### src/verilog/usp_consts.svh
/*
  constants of the spi-mode serial transceiver: mode codes, clock source
  codes, character length coding and timing counts.
  assumes inclusion by bare name from the package and the design modules.
*/
`ifndef USP_CONSTS_SVH
`define USP_CONSTS_SVH

`define USP_MODE_LIN_MASTER 4'h000A
`define USP_MODE_LIN_SLAVE 4'h000B
`define USP_MODE_SPI_MASTER 4'h000E
`define USP_MODE_SPI_SLAVE 4'h000F

`define USP_CLKSRC_MAIN 2'h0
`define USP_CLKSRC_DIV 2'h1
`define USP_CLKSRC_EXT 2'h3

`define USP_MAIN_DIV 8
`define USP_CHAR_BASE 4'h0005
`define USP_CHAR_NINE 4'h0009
`define USP_DATA_BITS 9
`define USP_FIFO_DEPTH 16
`define USP_CD_BITS 16

`endif

### src/verilog/usp_pkg.sv
/*
  types of the spi-mode serial transceiver.
  assumes usp_consts.svh on the include path.
*/
package usp_pkg;
  `include "usp_consts.svh"

  typedef enum logic [2:0] {
    MST_IDLE,
    MST_LEAD,
    MST_SHIFT,
    MST_TRAIL,
    MST_GAP
  } usp_mst_state_t;

  typedef logic [3:0] usp_mode_t;
  typedef logic [1:0] usp_clksrc_t;
endpackage

### src/verilog/usp_fifo.sv
/*
  synchronous fifo with valid and ready on both sides.
  assumes one clock and a synchronous active-high reset.
*/
`timescale 1ns/10ps
module usp_fifo #(
  parameter int WIDTH = 9,
  parameter int DEPTH = 16
) (
  input wire logic clk,
  input wire logic reset,
  input wire logic [WIDTH-1:0] in_data,
  input wire logic in_valid,
  output logic in_ready,
  output logic [WIDTH-1:0] out_data,
  output logic out_valid,
  input wire logic out_ready
);
  localparam int AW = (DEPTH > 1) ? $clog2(DEPTH) : 1;

  if (DEPTH < 2 || (DEPTH & (DEPTH - 1)) != 0) begin : g_chk
    $error("usp_fifo depth must be a power of two of at least 2");
  end

  logic [WIDTH-1:0] mem [DEPTH];
  logic [AW-1:0] wr_q;
  logic [AW-1:0] rd_q;
  logic [AW:0] cnt_q;
  logic [AW:0] cnt_d;
  logic push;
  logic pop;

  assign push = in_valid & in_ready;
  assign pop = out_valid & out_ready;
  assign out_valid = (cnt_q != '0);
  assign out_data = mem[rd_q];

  always_comb begin
    cnt_d = cnt_q;
    if (push && !pop) begin
      cnt_d = cnt_q + 1'b1;
    end else if (pop && !push) begin
      cnt_d = cnt_q - 1'b1;
    end
  end

  always_ff @(posedge clk) begin
    if (push) begin
      mem[wr_q] <= in_data;
    end
  end

  always_ff @(posedge clk) begin
    if (reset) begin
      wr_q <= '0;
      rd_q <= '0;
      cnt_q <= '0;
      in_ready <= 1'b0;
    end else begin
      if (push) begin
        wr_q <= wr_q + 1'b1;
      end
      if (pop) begin
        rd_q <= rd_q + 1'b1;
      end
      cnt_q <= cnt_d;
      in_ready <= (cnt_d != (AW+1)'(DEPTH));
    end
  end
endmodule

### src/verilog/usp_core.sv
/*
  spi master/slave mode of a serial transceiver: transmit fifo, transmit and
  receive holding registers, shifter, select line and status flags.
  assumes all inputs synchronous to clk; control bits and commands as ports.
*/
`timescale 1ns/10ps
`include "usp_consts.svh"
module usp_core #(
  parameter int DATA_W = `USP_DATA_BITS,
  parameter int FIFO_DEPTH = `USP_FIFO_DEPTH,
  parameter int CD_W = `USP_CD_BITS,
  parameter int MAIN_DIV = `USP_MAIN_DIV
) (
  input wire logic clk,
  input wire logic reset,
  input wire usp_pkg::usp_mode_t mode_field,
  input wire usp_pkg::usp_clksrc_t clock_source_select,
  input wire logic clock_output_enable,
  input wire logic [CD_W-1:0] clock_divider,
  input wire logic [1:0] char_length_field,
  input wire logic nine_bit_select,
  input wire logic cpol,
  input wire logic cpha,
  input wire logic inhibit_until_read,
  input wire logic tx_enable_cmd,
  input wire logic tx_disable_cmd,
  input wire logic tx_reset_cmd,
  input wire logic rx_enable_cmd,
  input wire logic rx_disable_cmd,
  input wire logic rx_reset_cmd,
  input wire logic clear_status_cmd,
  input wire logic force_select_low_cmd,
  input wire logic release_select_cmd,
  input wire logic [DATA_W-1:0] tx_in_data,
  input wire logic tx_in_valid,
  output logic tx_in_ready,
  input wire logic rx_read,
  output logic [DATA_W-1:0] receive_holding_reg,
  output logic rx_holding_full_flag,
  output logic overrun_flag,
  output logic underrun_flag,
  output logic tx_holding_empty_flag,
  output logic tx_all_done_flag,
  output logic rx_timeout_flag,
  output logic mode_reset_pending,
  output logic txd_o,
  output logic txd_oe,
  input wire logic rxd_i,
  output logic sck_o,
  output logic sck_oe,
  input wire logic sck_i,
  output logic rts_o,
  input wire logic cts_i
);
  import usp_pkg::*;

  if (DATA_W != `USP_DATA_BITS || CD_W < 3 || MAIN_DIV < 1) begin : g_chk
    $error("usp_core needs nine data bits, a divider of 3+ bits and a positive divide");
  end

  // mode decode
  logic is_master;
  logic is_slave;
  assign is_master = (mode_field == `USP_MODE_SPI_MASTER);
  assign is_slave = (mode_field == `USP_MODE_SPI_SLAVE);

  // character length
  logic [3:0] nbits;
  assign nbits = nine_bit_select ? `USP_CHAR_NINE : (`USP_CHAR_BASE + {2'b00, char_length_field});

  // transmit fifo ahead of the holding register
  logic [DATA_W-1:0] f_data;
  logic f_valid;
  logic f_ready;
  logic fifo_ready;

  usp_fifo #(
    .WIDTH(DATA_W),
    .DEPTH(FIFO_DEPTH)
  ) u_fifo (
    .clk(clk),
    .reset(reset),
    .in_data(tx_in_data),
    .in_valid(tx_in_valid),
    .in_ready(fifo_ready),
    .out_data(f_data),
    .out_valid(f_valid),
    .out_ready(f_ready)
  );
  assign tx_in_ready = fifo_ready;

  // enables
  logic tx_en_q;
  logic rx_en_q;

  always_ff @(posedge clk) begin
    if (reset || tx_reset_cmd || tx_disable_cmd) begin
      tx_en_q <= 1'b0;
    end else if (tx_enable_cmd) begin
      tx_en_q <= 1'b1;
    end
  end

  always_ff @(posedge clk) begin
    if (reset || rx_reset_cmd || rx_disable_cmd) begin
      rx_en_q <= 1'b0;
    end else if (rx_enable_cmd) begin
      rx_en_q <= 1'b1;
    end
  end

  // master bit timing
  logic [$clog2(MAIN_DIV+1)-1:0] pre_q;
  logic tick;
  logic [CD_W-1:0] cd_eff;
  logic [CD_W-1:0] ph_q;
  logic [CD_W-1:0] half;
  logic ph_last;
  usp_mst_state_t mst_q;

  assign tick = (clock_source_select == `USP_CLKSRC_DIV) ? (pre_q == ($bits(pre_q))'(MAIN_DIV - 1)) : 1'b1;
  assign cd_eff = (clock_divider == '0) ? CD_W'(1) : clock_divider;
  assign half = cd_eff >> 1;
  assign ph_last = tick && (ph_q == cd_eff - 1'b1);

  always_ff @(posedge clk) begin
    if (reset || clock_source_select != `USP_CLKSRC_DIV || pre_q == ($bits(pre_q))'(MAIN_DIV - 1)) begin
      pre_q <= '0;
    end else begin
      pre_q <= pre_q + 1'b1;
    end
  end

  always_ff @(posedge clk) begin
    if (reset || mst_q == MST_IDLE || ph_last) begin
      ph_q <= '0;
    end else if (tick) begin
      ph_q <= ph_q + 1'b1;
    end
  end

  // holding register and start decisions
  logic [DATA_W-1:0] thr_q;
  logic thr_full_q;
  logic rx_full_q;
  logic mst_start;
  logic sl_busy_q;
  logic sl_load;
  logic thr_take;
  logic [3:0] bit_q;

  assign f_ready = tx_en_q && !thr_full_q;
  assign mst_start = is_master && mst_q == MST_IDLE && tx_en_q && thr_full_q
    && (!inhibit_until_read || !rx_full_q);
  assign sl_load = is_slave && !cts_i && !sl_busy_q;
  assign thr_take = mst_start || (sl_load && tx_en_q && thr_full_q);

  always_ff @(posedge clk) begin
    if (reset || tx_reset_cmd) begin
      thr_full_q <= 1'b0;
      thr_q <= '0;
    end else if (f_valid && f_ready) begin
      thr_full_q <= 1'b1;
      thr_q <= f_data;
    end else if (thr_take) begin
      thr_full_q <= 1'b0;
    end
  end

  // master sequencer
  always_ff @(posedge clk) begin
    if (reset || tx_reset_cmd || !is_master) begin
      mst_q <= MST_IDLE;
    end else begin
      case (mst_q)
        MST_IDLE: begin
          if (mst_start) begin
            mst_q <= MST_LEAD;
          end
        end
        MST_LEAD: begin
          if (ph_last) begin
            mst_q <= MST_SHIFT;
          end
        end
        MST_SHIFT: begin
          if (ph_last && bit_q == nbits - 1'b1) begin
            mst_q <= MST_TRAIL;
          end
        end
        MST_TRAIL: begin
          if (ph_last) begin
            mst_q <= MST_GAP;
          end
        end
        MST_GAP: begin
          if (ph_last) begin
            mst_q <= MST_IDLE;
          end
        end
        default: begin
          mst_q <= MST_IDLE;
        end
      endcase
    end
  end

  // slave edge detection on the sck pin
  logic sck_prev_q;
  logic sck_chg;
  logic sl_sample;
  logic sl_drive;
  logic m_sample;
  logic m_drive;
  logic sample_now;
  logic drive_now;

  always_ff @(posedge clk) begin
    if (reset) begin
      sck_prev_q <= 1'b0;
    end else begin
      sck_prev_q <= sck_i;
    end
  end

  assign sck_chg = (sck_i != sck_prev_q) && is_slave && sl_busy_q && !cts_i;
  assign sl_sample = sck_chg && ((sck_i != cpol) == cpha);
  assign sl_drive = sck_chg && ((sck_i != cpol) != cpha) && bit_q != '0;
  assign m_sample = mst_q == MST_SHIFT && tick && ph_q == half;
  assign m_drive = mst_q == MST_SHIFT && ph_last && bit_q != nbits - 1'b1;
  assign sample_now = m_sample || sl_sample;
  assign drive_now = m_drive || sl_drive;

  // slave character framing
  logic sl_done;
  assign sl_done = sl_sample && bit_q == nbits - 1'b1;

  always_ff @(posedge clk) begin
    if (reset || !is_slave || cts_i || sl_done) begin
      sl_busy_q <= 1'b0;
    end else if (sl_load) begin
      sl_busy_q <= 1'b1;
    end
  end

  // shift registers, msb first; transmit left aligned, receive right aligned
  logic [DATA_W-1:0] tx_sh_q;
  logic [DATA_W-1:0] rx_sh_q;
  logic [DATA_W-1:0] load_word;
  logic [3:0] pad;

  assign pad = 4'(DATA_W) - nbits;
  assign load_word = thr_q << pad;

  always_ff @(posedge clk) begin
    if (reset || tx_reset_cmd) begin
      tx_sh_q <= '1;
    end else if (mst_start) begin
      tx_sh_q <= load_word;
    end else if (sl_load) begin
      tx_sh_q <= (tx_en_q && thr_full_q) ? load_word : '1;
    end else if (drive_now) begin
      tx_sh_q <= {tx_sh_q[DATA_W-2:0], 1'b1};
    end
  end

  always_ff @(posedge clk) begin
    if (reset || mst_start || sl_load) begin
      bit_q <= '0;
    end else if (m_drive || (mst_q == MST_SHIFT && ph_last)) begin
      bit_q <= bit_q + 1'b1;
    end else if (sl_sample && !sl_done) begin
      bit_q <= bit_q + 1'b1;
    end
  end

  always_ff @(posedge clk) begin
    if (reset) begin
      rx_sh_q <= '0;
    end else if (mst_start || sl_load) begin
      rx_sh_q <= '0;
    end else if (sample_now) begin
      rx_sh_q <= {rx_sh_q[DATA_W-2:0], rxd_i};
    end
  end

  // receive completion
  logic rx_done;
  logic rx_pend_q;
  logic [DATA_W-1:0] rx_word;

  always_ff @(posedge clk) begin
    if (reset || mst_start) begin
      rx_pend_q <= 1'b0;
    end else begin
      rx_pend_q <= m_sample && bit_q == nbits - 1'b1;
    end
  end

  assign rx_done = rx_en_q && (rx_pend_q || sl_done);
  assign rx_word = sl_done ? {rx_sh_q[DATA_W-2:0], rxd_i} : rx_sh_q;

  always_ff @(posedge clk) begin
    if (reset || rx_reset_cmd) begin
      receive_holding_reg <= '0;
    end else if (rx_done) begin
      receive_holding_reg <= rx_word;
    end
  end

  always_ff @(posedge clk) begin
    if (reset || rx_reset_cmd) begin
      rx_full_q <= 1'b0;
    end else if (rx_done) begin
      rx_full_q <= 1'b1;
    end else if (rx_read) begin
      rx_full_q <= 1'b0;
    end
  end

  always_ff @(posedge clk) begin
    if (reset || rx_reset_cmd) begin
      overrun_flag <= 1'b0;
    end else if (rx_done && rx_full_q) begin
      overrun_flag <= 1'b1;
    end else if (clear_status_cmd) begin
      overrun_flag <= 1'b0;
    end
  end

  always_ff @(posedge clk) begin
    if (reset || tx_reset_cmd) begin
      underrun_flag <= 1'b0;
    end else if (sl_load && tx_en_q && !thr_full_q) begin
      underrun_flag <= 1'b1;
    end else if (clear_status_cmd) begin
      underrun_flag <= 1'b0;
    end
  end

  // status outputs
  always_ff @(posedge clk) begin
    if (reset) begin
      rx_holding_full_flag <= 1'b0;
      tx_holding_empty_flag <= 1'b0;
      tx_all_done_flag <= 1'b0;
      rx_timeout_flag <= 1'b0;
    end else begin
      rx_holding_full_flag <= rx_full_q;
      tx_holding_empty_flag <= tx_en_q && !thr_full_q;
      tx_all_done_flag <= tx_en_q && !thr_full_q && !f_valid && mst_q == MST_IDLE && !sl_busy_q;
      rx_timeout_flag <= 1'b0;
    end
  end

  // select line forcing
  logic force_q;

  always_ff @(posedge clk) begin
    if (reset) begin
      force_q <= 1'b0;
    end else if (force_select_low_cmd) begin
      force_q <= 1'b1;
    end else if (release_select_cmd) begin
      force_q <= 1'b0;
    end
  end

  // pins
  logic sck_active;
  assign sck_active = (mst_q == MST_SHIFT) && (cpha ? (ph_q >= half) : (ph_q < half));

  always_ff @(posedge clk) begin
    if (reset) begin
      txd_o <= 1'b1;
      txd_oe <= 1'b0;
      sck_o <= 1'b0;
      sck_oe <= 1'b0;
      rts_o <= 1'b1;
    end else begin
      txd_o <= (is_master && mst_q == MST_SHIFT) || (is_slave && sl_busy_q) ? tx_sh_q[DATA_W-1] : 1'b1;
      txd_oe <= is_master || is_slave;
      sck_o <= cpol ^ sck_active;
      sck_oe <= is_master && clock_output_enable;
      rts_o <= is_master ? !(force_q || mst_q == MST_LEAD || mst_q == MST_SHIFT || mst_q == MST_TRAIL) : 1'b1;
    end
  end

  // mode change tracking
  usp_mode_t mode_prev_q;
  logic first_cfg_q;
  logic mode_chg;
  logic node_mode;

  assign node_mode = is_master || is_slave || mode_field == `USP_MODE_LIN_MASTER
    || mode_field == `USP_MODE_LIN_SLAVE;
  assign mode_chg = (mode_field != mode_prev_q) && node_mode;

  always_ff @(posedge clk) begin
    if (reset) begin
      mode_prev_q <= '0;
      first_cfg_q <= 1'b1;
    end else begin
      mode_prev_q <= mode_field;
      if (mode_chg) begin
        first_cfg_q <= 1'b0;
      end
    end
  end

  always_ff @(posedge clk) begin
    if (reset) begin
      mode_reset_pending <= 1'b0;
    end else if (mode_chg && !first_cfg_q) begin
      mode_reset_pending <= 1'b1;
    end else if (tx_reset_cmd && rx_reset_cmd) begin
      mode_reset_pending <= 1'b0;
    end
  end
endmodule

### config.mk
export PLATFORM = sky130hd
export DESIGN_NAME = usp_core
export DESIGN_NICKNAME = d
export VERILOG_FILES = /design/src/verilog/usp_pkg.sv /design/src/verilog/usp_fifo.sv /design/src/verilog/usp_core.sv
export VERILOG_INCLUDE_DIRS = /design/src /design/src/verilog
export SDC_FILE = /design/constraint.sdc
export NUM_CORES = 1
export LEC_CHECK = 0
export BUFFER_PORTS_ARGS = -buffer_cell sky130_fd_sc_hd__buf_2
export CAP_MARGIN = 20
export CORE_MARGIN = 2
export CORE_UTILIZATION = 55
export DETAILED_ROUTE_END_ITERATION = 12
export PLACE_DENSITY = 0.79
export SLEW_MARGIN = 10
export SYNTH_ARGS = -nofsm -noshare
export SYNTH_HDL_FRONTEND = slang
export SYNTH_SLANG_ARGS = --single-unit
### constraint.sdc
create_clock -name clk -period 3.7 [get_ports clk]
set_input_delay 0.185 -clock clk [delete_from_list [all_inputs] [get_ports clk]]
set_output_delay 0.185 -clock clk [all_outputs]
set_load 0.05 [all_outputs]
==> run_summary.xml, run 1 <==
<?xml version="1.0" encoding="UTF-8"?>
<metrics>
  <group name="outcome">
    <metric name="run_status" unit="">finished clean</metric>
  </group>
  <group name="timing">
    <metric name="timing.final.max_slew_violations" unit="">0</metric>
    <metric name="post-route-min-period" unit="ns">3.17</metric>
    <metric name="setup_viol" unit="">0</metric>
    <metric name="slew_headroom" unit="">0.294</metric>
    <metric name="worst_pin_slew" unit="ns">1.06</metric>
    <metric name="setup_tns" unit="ns">0</metric>
    <metric name="min_period_over_period" unit="">0.856</metric>
    <metric name="finalHoldViolCount" unit="">0</metric>
    <metric name="rsz0062_at_grt" unit="">false</metric>
    <metric name="fin_hold_ws" unit="ns">0.0191</metric>
    <metric name="clock-skew-final" unit="ns">0.0269</metric>
    <metric name="fmax" unit="MHz">316</metric>
  </group>
  <group name="setup_path">
    <metric name="path_class" unit="">in -&gt; reg</metric>
    <metric name="worst_ep_arrival_time" unit="ns">3.62</metric>
    <metric name="cp_slowest_cell" unit="">or4_4</metric>
    <metric name="ordered_list_of_cells_on_the_worst_path" unit="">buf_2 &gt; or4_1 &gt; nor2_1 &gt; a31oi_1 &gt; ha_1 &gt; or3b_2 &gt; or4_4 &gt; a211oi_2 &gt; nand4_1 &gt; nor4_2 &gt; a41oi_2 &gt; or3_1 &gt; a21oi_1</metric>
    <metric name="worst_ep_required_time" unit="ns">4.15</metric>
    <metric name="startpoint_type" unit="">primary input</metric>
    <metric name="cp_max_fo" unit="">7</metric>
    <metric name="worstSetupEndpointType" unit="">flip-flop</metric>
    <metric name="max_stage_delay" unit="ns">0.53</metric>
  </group>
  <group name="layout">
    <metric name="final_cell_area" unit="sq um">12900</metric>
    <metric name="leading_registers_by_flop_count" unit="">u_fifo.mem: 144 flops, ph_q: 16 flops</metric>
    <metric name="post_layout_nets" unit="">1108</metric>
    <metric name="regMostFlops" unit="">u_fifo.mem</metric>
    <metric name="final_cell_count_no_fill" unit="">1312</metric>
    <metric name="largest_register_ff_count" unit="">144</metric>
    <metric name="post_route_cells_drive_above_1_share" unit="">0.189</metric>
    <metric name="area_growth" unit="%">14.5</metric>
    <metric name="fill_cell_total_of_the_finished_layout" unit="">1515</metric>
  </group>
  <group name="synth">
    <metric name="yosys-top-cells-area" unit="">edfxtp_1, dfxtp_1, mux4_2</metric>
    <metric name="synth-async-reset-ratio" unit="">0</metric>
    <metric name="yosys.area.top_type" unit="">edfxtp_1</metric>
    <metric name="synth.avg_cell_area" unit="sq um">12.2</metric>
    <metric name="synth.yosys.seq_area_share" unit="">0.562</metric>
    <metric name="synthTopCellsByCount" unit="">edfxtp_1, nor2_1, dfxtp_1</metric>
    <metric name="number_of_distinct_standard_cells_referenced_by_the_synthesized_netlist" unit="">66</metric>
    <metric name="syn_inst" unit="">924</metric>
    <metric name="ys_ff_latch" unit="">245</metric>
    <metric name="synth.cell_area" unit="sq um">11300</metric>
    <metric name="mappedNetlistNets" unit="">1009</metric>
    <metric name="fraction_of_synthesized_cell_area_taken_by_the_top_area_cell_type" unit="">0.383</metric>
    <metric name="post-synth-top-count-cell" unit="">edfxtp_1</metric>
    <metric name="yosys_most_used_dff" unit="">edfxtp_1</metric>
    <metric name="ys.warnings.count" unit="">0</metric>
    <metric name="post_synth_edffs" unit="">144</metric>
  </group>
  <group name="clock_network">
    <metric name="tritoncts" unit="">yes</metric>
    <metric name="post_cts_resize_count" unit="">0</metric>
    <metric name="numCtsBuffers" unit="">25</metric>
    <metric name="cts.sink_count" unit="">245</metric>
    <metric name="clk_pin_slew" unit="ns">0.06</metric>
    <metric name="cts_root_buffer" unit="">clkbuf_16</metric>
    <metric name="clk_path_buf_depth" unit="">3</metric>
    <metric name="clock_insertion_delay_worst_skew" unit="ns">0.55</metric>
    <metric name="cts.htree.levels" unit="">1</metric>
  </group>
  <group name="power">
    <metric name="power-per-cell-area" unit="nW/um^2">436</metric>
    <metric name="power_leakage" unit="nW">4.66</metric>
    <metric name="pwr_total" unit="mW">5.64</metric>
    <metric name="ir_worst_vdd" unit="V">0.000399</metric>
  </group>
  <group name="global_route">
    <metric name="first_global_vias" unit="">7656</metric>
    <metric name="grt_residual_overflow" unit="">0</metric>
    <metric name="groute.usage.overall" unit="">0.228</metric>
    <metric name="grt_max_degree" unit="">41</metric>
    <metric name="initial_antenna_violation_count" unit="">2</metric>
    <metric name="grt_first_pass_wirelength" unit="microns">39800</metric>
  </group>
  <group name="run">
    <metric name="maxCapViolCount" unit="">0</metric>
  </group>
  <group name="die">
    <metric name="die_width" unit="microns">147</metric>
    <metric name="design.portCount" unit="">76</metric>
    <metric name="die_area" unit="sq um">21700</metric>
    <metric name="floorplan.rows" unit="">52</metric>
    <metric name="initial_utilization" unit="">0.559</metric>
    <metric name="core-area" unit="sq um">20200</metric>
    <metric name="die_h" unit="microns">147</metric>
  </group>
  <group name="placement">
    <metric name="buffer_ports.inserted" unit="">74</metric>
    <metric name="dp.cells" unit="">1247</metric>
    <metric name="routabilityCongestion" unit="">0.916</metric>
    <metric name="hpwlAfterDp" unit="microns">16300</metric>
    <metric name="placed_cell_area" unit="sq um">12000</metric>
  </group>
  <group name="route">
    <metric name="detail-route-antenna-nets" unit="">0</metric>
    <metric name="drt-wirelength-per-cell" unit="microns">18.5</metric>
    <metric name="drt_drc_violations_left" unit="">0</metric>
    <metric name="wirelength" unit="microns">24300</metric>
    <metric name="routed-via-count" unit="">7629</metric>
    <metric name="via_per_inst" unit="">5.81</metric>
    <metric name="detail_route.first_pass.iterations" unit="">4</metric>
    <metric name="detailedRoute.firstIterationViolations" unit="">538</metric>
  </group>
  <group name="min_path">
    <metric name="worst_hold_path_type" unit="">in -&gt; reg</metric>
  </group>
</metrics>
-- report_power, final --
group | switching (mW) | total (mW) | internal (mW)
Sequential | 0.0191 | 2.93 | 2.91
Combinational | 0.216 | 0.367 | 0.151
Clock | 1.03 | 2.34 | 1.31
Total | 1.26 | 5.64 | 4.37
-- per-stage QoR --
stage	util	setup slack (ns)
after floorplan	-	0.227
final	0.641	0.534
after global placement	0.594	0.106
after global routing	0.641	0.303
after CTS	0.641	0.558
after detailed placement	0.594	0.0378
-- kinds of logic after synthesis --
| logic type | Yosys count | synth area share |
|---|---|---|
| XOR/XNOR | 51 | 0.0396 |
| AO/OA/AOI/OAI | 123 | 0.0741 |
| flip-flops | 245 | 0.562 |
| AND/OR/NAND/NOR | 321 | 0.142 |
| multiplexers | 77 | 0.121 |
| buffers and inverters | 75 | 0.0263 |
| adder cells (fa/ha/maj) | 31 | 0.0344 |
| other | 1 | 0.000332 |
-- routing by layer --
| metal | global-route usage | vias to the layer above | share of wire |
|---|---|---|---|
| met5 | 0 | - | 0 |
| met4 | 0.0553 | 0 | 0.021 |
| met3 | 0.0363 | 47 | 0.063 |
| met2 | 0.396 | 258 | 0.49 |
| met1 | 0.303 | 3650 | 0.43 |
| li1 | - | 3674 | - |
-- repair_timing --
item | CTS | global route
hold endpoints to repair | 18 | 0
hold buffers | 19 | 0
buffers inserted | 0 | 0
-- cell usage in the layout (no fill, tap or decap), types with 21 or more instances in the layout --
cell	Yosys	final
dfxtp_1	101	100
ha_1	31	31
nand2_1	61	61
nand3_1	31	31
mux4_2	47	47
inv_1	33	33
edfxtp_1	144	144
nor2_1	103	103
clkbuf_16	0	25
buf_4	2	21
mux2i_1	29	29
buf_2	1	74
xor2_1	25	25
xnor2_1	26	26
a21oi_1	32	32
nor3_1	23	23
-- layout make-up --
| cell class | instances | area, sq um | share of cell area |
|---|---|---|---|
| multi-input cells | 604 | 4640 | 0.359 |
| flip-flops and latches | 245 | 6350 | 0.491 |
| clock buffers | 31 | 648 | 0.0501 |
| clock inverters | 13 | 103 | 0.00794 |
| inverters | 33 | 124 | 0.00958 |
| well taps | 270 | 338 | 0.0261 |
| diodes | 2 | 5.00 | 0.000387 |
| repair buffers | 114 | 718 | 0.0556 |
-- final timing paths --
check	from	to	slack, ns	depth (start not counted)
max	clock_divider[1]	bit_q[3]$_SDFFE_PP0P_	0.53	13
min	tx_in_data[0]	u_fifo.mem[15][0]$_DFFE_PP_	0.02	1
max reg2reg	ph_q[9]$_SDFFE_PP0N_	tx_sh_q[5]$_SDFFE_PP1P_	0.75	7
min reg2reg	first_cfg_q$_SDFFE_PP1P_	first_cfg_q$_SDFFE_PP1P_	0.45	1
-- worst max-delay path, delay by kind of cell --
family	cells	cell delay [ns]
fa+ha+maj	1	0.27
simple gates	7	2.19
compound gates	4	0.82
buf+inv	1	0.15
Power figures use the tool's default switching activity.
==> inputs of run 2 (changes only) <==
--- a/config.mk
+++ b/config.mk
@@ -11,7 +11,7 @@
 export CORE_MARGIN = 2
 export CORE_UTILIZATION = 55
 export DETAILED_ROUTE_END_ITERATION = 12
-export PLACE_DENSITY = 0.79
+export PLACE_DENSITY = 0.77
 export SLEW_MARGIN = 10
 export SYNTH_ARGS = -nofsm -noshare
 export SYNTH_HDL_FRONTEND = slang
==> constraint.sdc (replaced) <==
create_clock -name clk -period 3.8 [get_ports clk]
set_input_delay 0.19 -clock clk [delete_from_list [all_inputs] [get_ports clk]]
set_output_delay 0.19 -clock clk [all_outputs]
set_load 0.05 [all_outputs]
==> run_summary.xml, run 2 (synthesis results as in run 1) <==
<?xml version="1.0" encoding="UTF-8"?>
<metrics>
  <group name="clock_network">
    <metric name="clock_insertion_delay_worst_skew" unit="ns">0.52</metric>
    <metric name="cts.htree.levels" unit="">1</metric>
    <metric name="tritoncts" unit="">yes</metric>
    <metric name="numCtsBuffers" unit="">26</metric>
    <metric name="cts.sink_count" unit="">245</metric>
    <metric name="clk_pin_slew" unit="ns">0.06</metric>
    <metric name="post_cts.repair.setup_buffers" unit="">0</metric>
    <metric name="cts_root_buffer" unit="">clkbuf_16</metric>
    <metric name="clk_path_buf_depth" unit="">3</metric>
  </group>
  <group name="die">
    <metric name="die_area" unit="sq um">21700</metric>
    <metric name="initial_utilization" unit="">0.559</metric>
    <metric name="core-area" unit="sq um">20200</metric>
    <metric name="die_width" unit="microns">147</metric>
    <metric name="floorplan.rows" unit="">52</metric>
    <metric name="die_h" unit="microns">147</metric>
    <metric name="design.portCount" unit="">76</metric>
  </group>
  <group name="layout">
    <metric name="post_layout_nets" unit="">1104</metric>
    <metric name="post_route_cells_drive_above_1_share" unit="">0.185</metric>
    <metric name="largest_register_ff_count" unit="">144</metric>
    <metric name="leading_registers_by_flop_count" unit="">u_fifo.mem: 144 flops, ph_q: 16 flops</metric>
    <metric name="area_growth" unit="%">14.7</metric>
    <metric name="final_cell_mix" unit="">edfxtp_1, nor2_1, dfxtp_1</metric>
    <metric name="mostFrequentLayoutCell" unit="">edfxtp_1</metric>
    <metric name="finalCoreUtilization" unit="">0.642</metric>
    <metric name="regMostFlops" unit="">u_fifo.mem</metric>
    <metric name="diodes" unit="">0</metric>
  </group>
  <group name="global_route">
    <metric name="groute.usage.overall" unit="">0.218</metric>
    <metric name="grt_first_pass_wirelength" unit="microns">38300</metric>
    <metric name="initial_antenna_violation_count" unit="">0</metric>
    <metric name="grt_residual_overflow" unit="">0</metric>
    <metric name="grt_max_degree" unit="">41</metric>
    <metric name="first_global_vias" unit="">7377</metric>
  </group>
  <group name="route">
    <metric name="wirelength" unit="microns">23300</metric>
    <metric name="via_per_inst" unit="">5.83</metric>
    <metric name="drt_drc_violations_left" unit="">0</metric>
    <metric name="detailedRoute.firstIterationViolations" unit="">437</metric>
    <metric name="routed-via-count" unit="">7617</metric>
    <metric name="detail_route.first_pass.iterations" unit="">5</metric>
    <metric name="detail-route-antenna-nets" unit="">0</metric>
    <metric name="drt-wirelength-per-cell" unit="microns">17.9</metric>
  </group>
  <group name="setup_path">
    <metric name="startpoint_type" unit="">primary input</metric>
    <metric name="worstSetupEndpointType" unit="">flip-flop</metric>
    <metric name="cp_max_fo" unit="">8</metric>
    <metric name="reg2reg_setup_slack" unit="ns">0.85</metric>
    <metric name="regToRegStartpoint" unit="">ph_q[9]$_SDFFE_PP0N_</metric>
    <metric name="timing.reg2reg.worst_path_depth" unit="">7</metric>
    <metric name="timing.rr.end" unit="">tx_sh_q[4]$_SDFFE_PP1P_</metric>
    <metric name="worst_ep_required_time" unit="ns">4.25</metric>
    <metric name="critPathLaunch" unit="">clock_divider[1]</metric>
    <metric name="path_class" unit="">in -&gt; reg</metric>
    <metric name="worst_ep_arrival_time" unit="ns">3.72</metric>
  </group>
  <group name="outcome">
    <metric name="run_status" unit="">finished clean</metric>
  </group>
  <group name="timing">
    <metric name="post-route-min-period" unit="ns">3.27</metric>
    <metric name="worst_pin_slew" unit="ns">1.10</metric>
    <metric name="rsz0062_at_grt" unit="">false</metric>
    <metric name="finalHoldViolCount" unit="">0</metric>
    <metric name="fmax" unit="MHz">305</metric>
    <metric name="setup_tns" unit="ns">0</metric>
    <metric name="setup_viol" unit="">0</metric>
    <metric name="timing.final.max_slew_violations" unit="">0</metric>
    <metric name="clock-skew-final" unit="ns">0.0111</metric>
    <metric name="finalWorstSetupSlack" unit="ns">0.526</metric>
    <metric name="min_period_over_period" unit="">0.862</metric>
    <metric name="slew_headroom" unit="">0.259</metric>
  </group>
  <group name="power">
    <metric name="ir_worst_vdd" unit="V">0.000455</metric>
    <metric name="power-per-cell-area" unit="nW/um^2">430</metric>
    <metric name="power_leakage" unit="nW">4.66</metric>
  </group>
  <group name="placement">
    <metric name="preCtsSetupSlack" unit="ns">0.0558</metric>
    <metric name="hpwlAfterDp" unit="microns">15900</metric>
    <metric name="buffer_ports.inserted" unit="">74</metric>
    <metric name="routabilityCongestion" unit="">0.944</metric>
  </group>
  <group name="min_path">
    <metric name="holdPathEnd" unit="">force_q$_SDFFE_PP0P_</metric>
    <metric name="hp-start" unit="">release_select_cmd</metric>
    <metric name="worst_hold_path.num_cells" unit="">4</metric>
    <metric name="worst_hold_path_type" unit="">in -&gt; reg</metric>
  </group>
  <group name="run">
    <metric name="maxCapViolCount" unit="">0</metric>
  </group>
</metrics>
-- run 2: changes by cell type in the layout (fill, tap and decap cells not counted), moves of 2 or more --
| cell | previous run | this run |
|---|---|---|
| buf_4 | 21 | 16 |
| clkinv_1 | 4 | 6 |
| clkinv_2 | 4 | 2 |
| clkinvlp_2 | 2 | 0 |
| diode_2 | 2 | 0 |
-- run 2: area by class of cell --
| type | instances | area [sq um] |
|---|---|---|
| fill | 1470 | 7230 |
| sequential | 245 | 6350 |
| multi-input combinational | 604 | 4640 |
| timing repair buffer | 109 | 691 |
| clock buffer | 33 | 677 |
| tap | 270 | 338 |
| clock inverter | 13 | 125 |
| inverter | 33 | 124 |
-- run 2: timing repair --
| action | CTS | global route |
|---|---|---|
| endpoints found under the hold margin | 17 | 0 |
| hold buffers | 18 | 0 |
| resized for setup | 0 | 0 |
-- run 2: stage by stage --
stage	instances	hold WS, ns	area (sq um)	power, mW
floorplan	924	0.268	11300	3.12
global placement	1243	0.356	12000	3.23
detailed placement	1243	0.361	12000	3.24
CTS	1307	0.00255	12900	5.62
global route	1307	0.0307	12900	5.76
finish	1307	0.00981	12900	5.57
-- run 2: metal layers --
| layer | vias to the layer above | track usage | share of wire |
|---|---|---|---|
| met5 | - | 0 | 0 |
| met4 | 0 | 0.0510 | 0.017 |
| met3 | 35 | 0.0314 | 0.052 |
| met2 | 227 | 0.373 | 0.49 |
| met1 | 3700 | 0.299 | 0.44 |
| li1 | 3655 | - | - |
-- run 2: worst max-delay path, cell delays in order --
cell      delay, ns
buf_2          0.14
or4_1          0.18
nor2_1         0.09
a31oi_1        0.18
ha_1           0.31
or3b_2         0.50
or4_4          0.52
a211oi_2       0.25
nand4_1        0.15
nor4_2         0.37
a41oi_2        0.25
or3_1          0.43
a21oi_1        0.14
-- run 2: power by group --
part / internal, mW / total, mW / switching [mW] / leakage (nW)
registers: 2.83 / 2.85 / 0.0212 / 2.12
logic: 0.144 / 0.350 / 0.205 / 2.16
clock network: 1.39 / 2.37 / 0.975 / 0.385
-- run 2: worst max-delay path by stage --
stage	slack (ns)	depth (start not counted)	end
after floorplan	0.32	13	bit_q[3]$_SDFFE_PP0P_
after global placement	0.07	13	bit_q[3]$_SDFFE_PP0P_
after detailed placement	0.06	13	bit_q[3]$_SDFFE_PP0P_
after CTS	0.59	13	bit_q[3]$_SDFFE_PP0P_
after global routing	0.29	13	bit_q[3]$_SDFFE_PP0P_
final	0.53	13	bit_q[3]$_SDFFE_PP0P_
==> inputs of run 3 (changes only) <==
--- a/config.mk
+++ b/config.mk
@@ -8,7 +8,6 @@
 export LEC_CHECK = 0
 export BUFFER_PORTS_ARGS = -buffer_cell sky130_fd_sc_hd__buf_2
 export CAP_MARGIN = 20
-export CORE_MARGIN = 2
 export CORE_UTILIZATION = 55
 export DETAILED_ROUTE_END_ITERATION = 12
 export PLACE_DENSITY = 0.77
==> constraint.sdc (replaced) <==
create_clock -name clk -period 4.15 [get_ports clk]
set_input_delay 0.2075 -clock clk [delete_from_list [all_inputs] [get_ports clk]]
set_output_delay 0.2075 -clock clk [all_outputs]
set_load 0.05 [all_outputs]
==> run_summary.xml, run 3 (synthesis results as in run 1) <==
<?xml version="1.0" encoding="UTF-8"?>
<metrics>
  <group name="timing">
    <metric name="rsz0062_at_grt" unit="">false</metric>
    <metric name="worst_pin_slew" unit="ns">0.930</metric>
    <metric name="timing.final.max_slew_violations" unit="">0</metric>
    <metric name="post-route-min-period" unit="ns">3.32</metric>
    <metric name="min_period_over_period" unit="">0.799</metric>
    <metric name="setup_tns" unit="ns">0</metric>
    <metric name="slew_headroom" unit="">0.372</metric>
    <metric name="setup_viol" unit="">0</metric>
    <metric name="clock-skew-final" unit="ns">0.0202</metric>
    <metric name="fmax" unit="MHz">302</metric>
    <metric name="finalHoldViolCount" unit="">0</metric>
  </group>
  <group name="global_route">
    <metric name="first_global_vias" unit="">7535</metric>
    <metric name="initial_antenna_violation_count" unit="">0</metric>
    <metric name="grt_residual_overflow" unit="">0</metric>
    <metric name="grt_first_pass_wirelength" unit="microns">39000</metric>
    <metric name="groute.usage.overall" unit="">0.231</metric>
    <metric name="grt_max_degree" unit="">41</metric>
  </group>
  <group name="clock_network">
    <metric name="cts.htree.levels" unit="">1</metric>
    <metric name="cts_root_buffer" unit="">clkbuf_16</metric>
    <metric name="numCtsBuffers" unit="">25</metric>
    <metric name="post_cts.repair.setup_buffers" unit="">0</metric>
    <metric name="cts-hold-fix-buffers" unit="">16</metric>
    <metric name="clock_insertion_delay_worst_skew" unit="ns">0.53</metric>
    <metric name="tritoncts" unit="">yes</metric>
    <metric name="clk_path_buf_depth" unit="">3</metric>
    <metric name="post_cts_resize_count" unit="">0</metric>
    <metric name="clk_pin_slew" unit="ns">0.06</metric>
    <metric name="cts.sink_count" unit="">245</metric>
  </group>
  <group name="layout">
    <metric name="area_growth" unit="%">14.7</metric>
    <metric name="diodes" unit="">0</metric>
    <metric name="final_cell_area" unit="sq um">12900</metric>
    <metric name="post_route_cells_drive_above_1_share" unit="">0.186</metric>
    <metric name="final_cell_mix" unit="">edfxtp_1, nor2_1, dfxtp_1</metric>
    <metric name="largest_register_ff_count" unit="">144</metric>
    <metric name="leading_registers_by_flop_count" unit="">u_fifo.mem: 144 flops, ph_q: 16 flops</metric>
    <metric name="finalCoreUtilization" unit="">0.642</metric>
    <metric name="final_cell_count_no_fill" unit="">1301</metric>
    <metric name="regMostFlops" unit="">u_fifo.mem</metric>
    <metric name="post_layout_nets" unit="">1097</metric>
    <metric name="mostFrequentLayoutCell" unit="">edfxtp_1</metric>
  </group>
  <group name="route">
    <metric name="drt-wirelength-per-cell" unit="microns">18.3</metric>
    <metric name="via_per_inst" unit="">5.81</metric>
    <metric name="wirelength" unit="microns">23800</metric>
    <metric name="met2_length" unit="microns">11800</metric>
    <metric name="drt-met1-wl" unit="microns">10500</metric>
    <metric name="detail-route-antenna-nets" unit="">0</metric>
    <metric name="detail_route.first_pass.iterations" unit="">5</metric>
    <metric name="drt_drc_violations_left" unit="">0</metric>
    <metric name="routed.top_layer" unit="">met4</metric>
    <metric name="met3_length" unit="microns">964</metric>
    <metric name="routed-via-count" unit="">7562</metric>
    <metric name="detailedRoute.firstIterationViolations" unit="">459</metric>
  </group>
  <group name="power">
    <metric name="power_leakage" unit="nW">4.67</metric>
    <metric name="power_switching_share" unit="">0.217</metric>
    <metric name="p_int" unit="mW">4.14</metric>
    <metric name="ir_worst_vdd" unit="V">0.000362</metric>
    <metric name="pwr_total" unit="mW">5.29</metric>
    <metric name="comb_power_share" unit="">0.060</metric>
    <metric name="seqPwrFrac" unit="">0.494</metric>
    <metric name="power-per-cell-area" unit="nW/um^2">409</metric>
    <metric name="p_clk_frac" unit="">0.446</metric>
    <metric name="net-switching-power" unit="mW">1.15</metric>
  </group>
  <group name="setup_path">
    <metric name="worstSetupEndpointType" unit="">flip-flop</metric>
    <metric name="cp_max_fo" unit="">16</metric>
    <metric name="startpoint_type" unit="">primary input</metric>
    <metric name="cp_slowest_cell" unit="">nand3b_1</metric>
    <metric name="path_class" unit="">in -&gt; reg</metric>
    <metric name="path_delay_family" unit="">simple AND/OR/NAND/NOR gates</metric>
    <metric name="cpMostUsedCell" unit="">nor2_1</metric>
    <metric name="critPathLaunch" unit="">clock_divider[2]</metric>
    <metric name="max_stage_delay" unit="ns">0.57</metric>
    <metric name="worst_ep_arrival_time" unit="ns">3.69</metric>
    <metric name="regToRegStartpoint" unit="">ph_q[5]$_SDFFE_PP0N_</metric>
    <metric name="timing.critical_path.buf_inv" unit="">1</metric>
    <metric name="worst_ep_required_time" unit="ns">4.53</metric>
    <metric name="ordered_list_of_cells_on_the_worst_path" unit="">buf_2 &gt; or4_1 &gt; nor2_1 &gt; a31oi_1 &gt; ha_1 &gt; or3b_2 &gt; or4_4 &gt; a211oi_2 &gt; nand3_1 &gt; nor2_1 &gt; nand3_1 &gt; nand3b_1 &gt; nor2_1</metric>
  </group>
  <group name="die">
    <metric name="floorplan.rows" unit="">52</metric>
    <metric name="core-area" unit="sq um">20200</metric>
    <metric name="initial_utilization" unit="">0.559</metric>
    <metric name="die_area" unit="sq um">21100</metric>
    <metric name="die_width" unit="microns">145</metric>
    <metric name="design.portCount" unit="">76</metric>
    <metric name="die_h" unit="microns">145</metric>
  </group>
  <group name="min_path">
    <metric name="worst_hold_path_type" unit="">in -&gt; reg</metric>
    <metric name="hp-start" unit="">mode_field[0]</metric>
  </group>
  <group name="run">
    <metric name="maxCapViolCount" unit="">0</metric>
  </group>
  <group name="placement">
    <metric name="placed_cell_area" unit="sq um">11900</metric>
    <metric name="dp.cells" unit="">1238</metric>
    <metric name="buffer_ports.inserted" unit="">74</metric>
    <metric name="routabilityCongestion" unit="">0.883</metric>
    <metric name="hpwlAfterDp" unit="microns">16100</metric>
  </group>
  <group name="outcome">
    <metric name="run_status" unit="">finished clean</metric>
  </group>
</metrics>
run 3: changes by cell type in the layout (fill, tap and decap cells not counted), sizes merged:
cell	previous run	this run
dlygate4sd3	18	16
buf	91	87
bufinv	2	5
clkbuf	33	27
clkinvlp	1	2
inv	33	35
run 3: final cells by class:
type | instances | area (sq um)
fillers | 1489 | 7220
repair buffers | 103 | 628
well taps | 270 | 338
clock buffers | 27 | 633
inverters | 33 | 124
flip-flops and latches | 245 | 6350
multi-input cells | 604 | 4640
clock inverters | 19 | 236
run 3: path summary, 6_finish.rpt:
kind	end	slack, ns	cells past startpoint
worst max-delay path	ph_q[13]$_SDFFE_PP0N_	0.83	13
worst min-delay path	mode_prev_q[0]$_SDFF_PP0_	0.03	2
worst min register to register	first_cfg_q$_SDFFE_PP1P_	0.46	1
worst max register to register	tx_sh_q[1]$_SDFFE_PP1P_	1.17	8
run 3: routing by layer:
metal | track usage | vias to the layer above
met3 | 0.0292 | 39
met1 | 0.309 | 3659
met5 | 0 | -
met2 | 0.398 | 214
li1 | - | 3650
met4 | 0.0653 | 0
run 3: power by group through the flow:
stage | logic, mW | registers (mW) | clock network [mW]
after floorplan | 0.189 | 2.67 | 0
after global placement | 0.292 | 2.66 | 0
after detailed placement | 0.299 | 2.67 | 0
after CTS | 0.314 | 2.61 | 2.39
after global routing | 0.351 | 2.62 | 2.48
final | 0.317 | 2.61 | 2.36
run 3: worst reg2reg max path, cell delays in order, from the launching register on:
cell	delay (ns)
dfxtp_1	0.37
xnor2_1	0.27
nor2_1	0.07
and4_1	0.21
a311oi_1	0.58
nor3_1	0.17
and4_1	0.27
nor3_1	0.66
o211ai_1	0.22
run 3: per-stage QoR:
step	setup WS (ns)	hold WS, ns
3_5_place_dp	0.346	0.378
3_3_place_gp	0.410	0.375
4_1_cts	0.843	0.00846
5_1_grt	0.533	0.0269
6_report	0.834	0.0254
2_1_floorplan	0.654	0.286
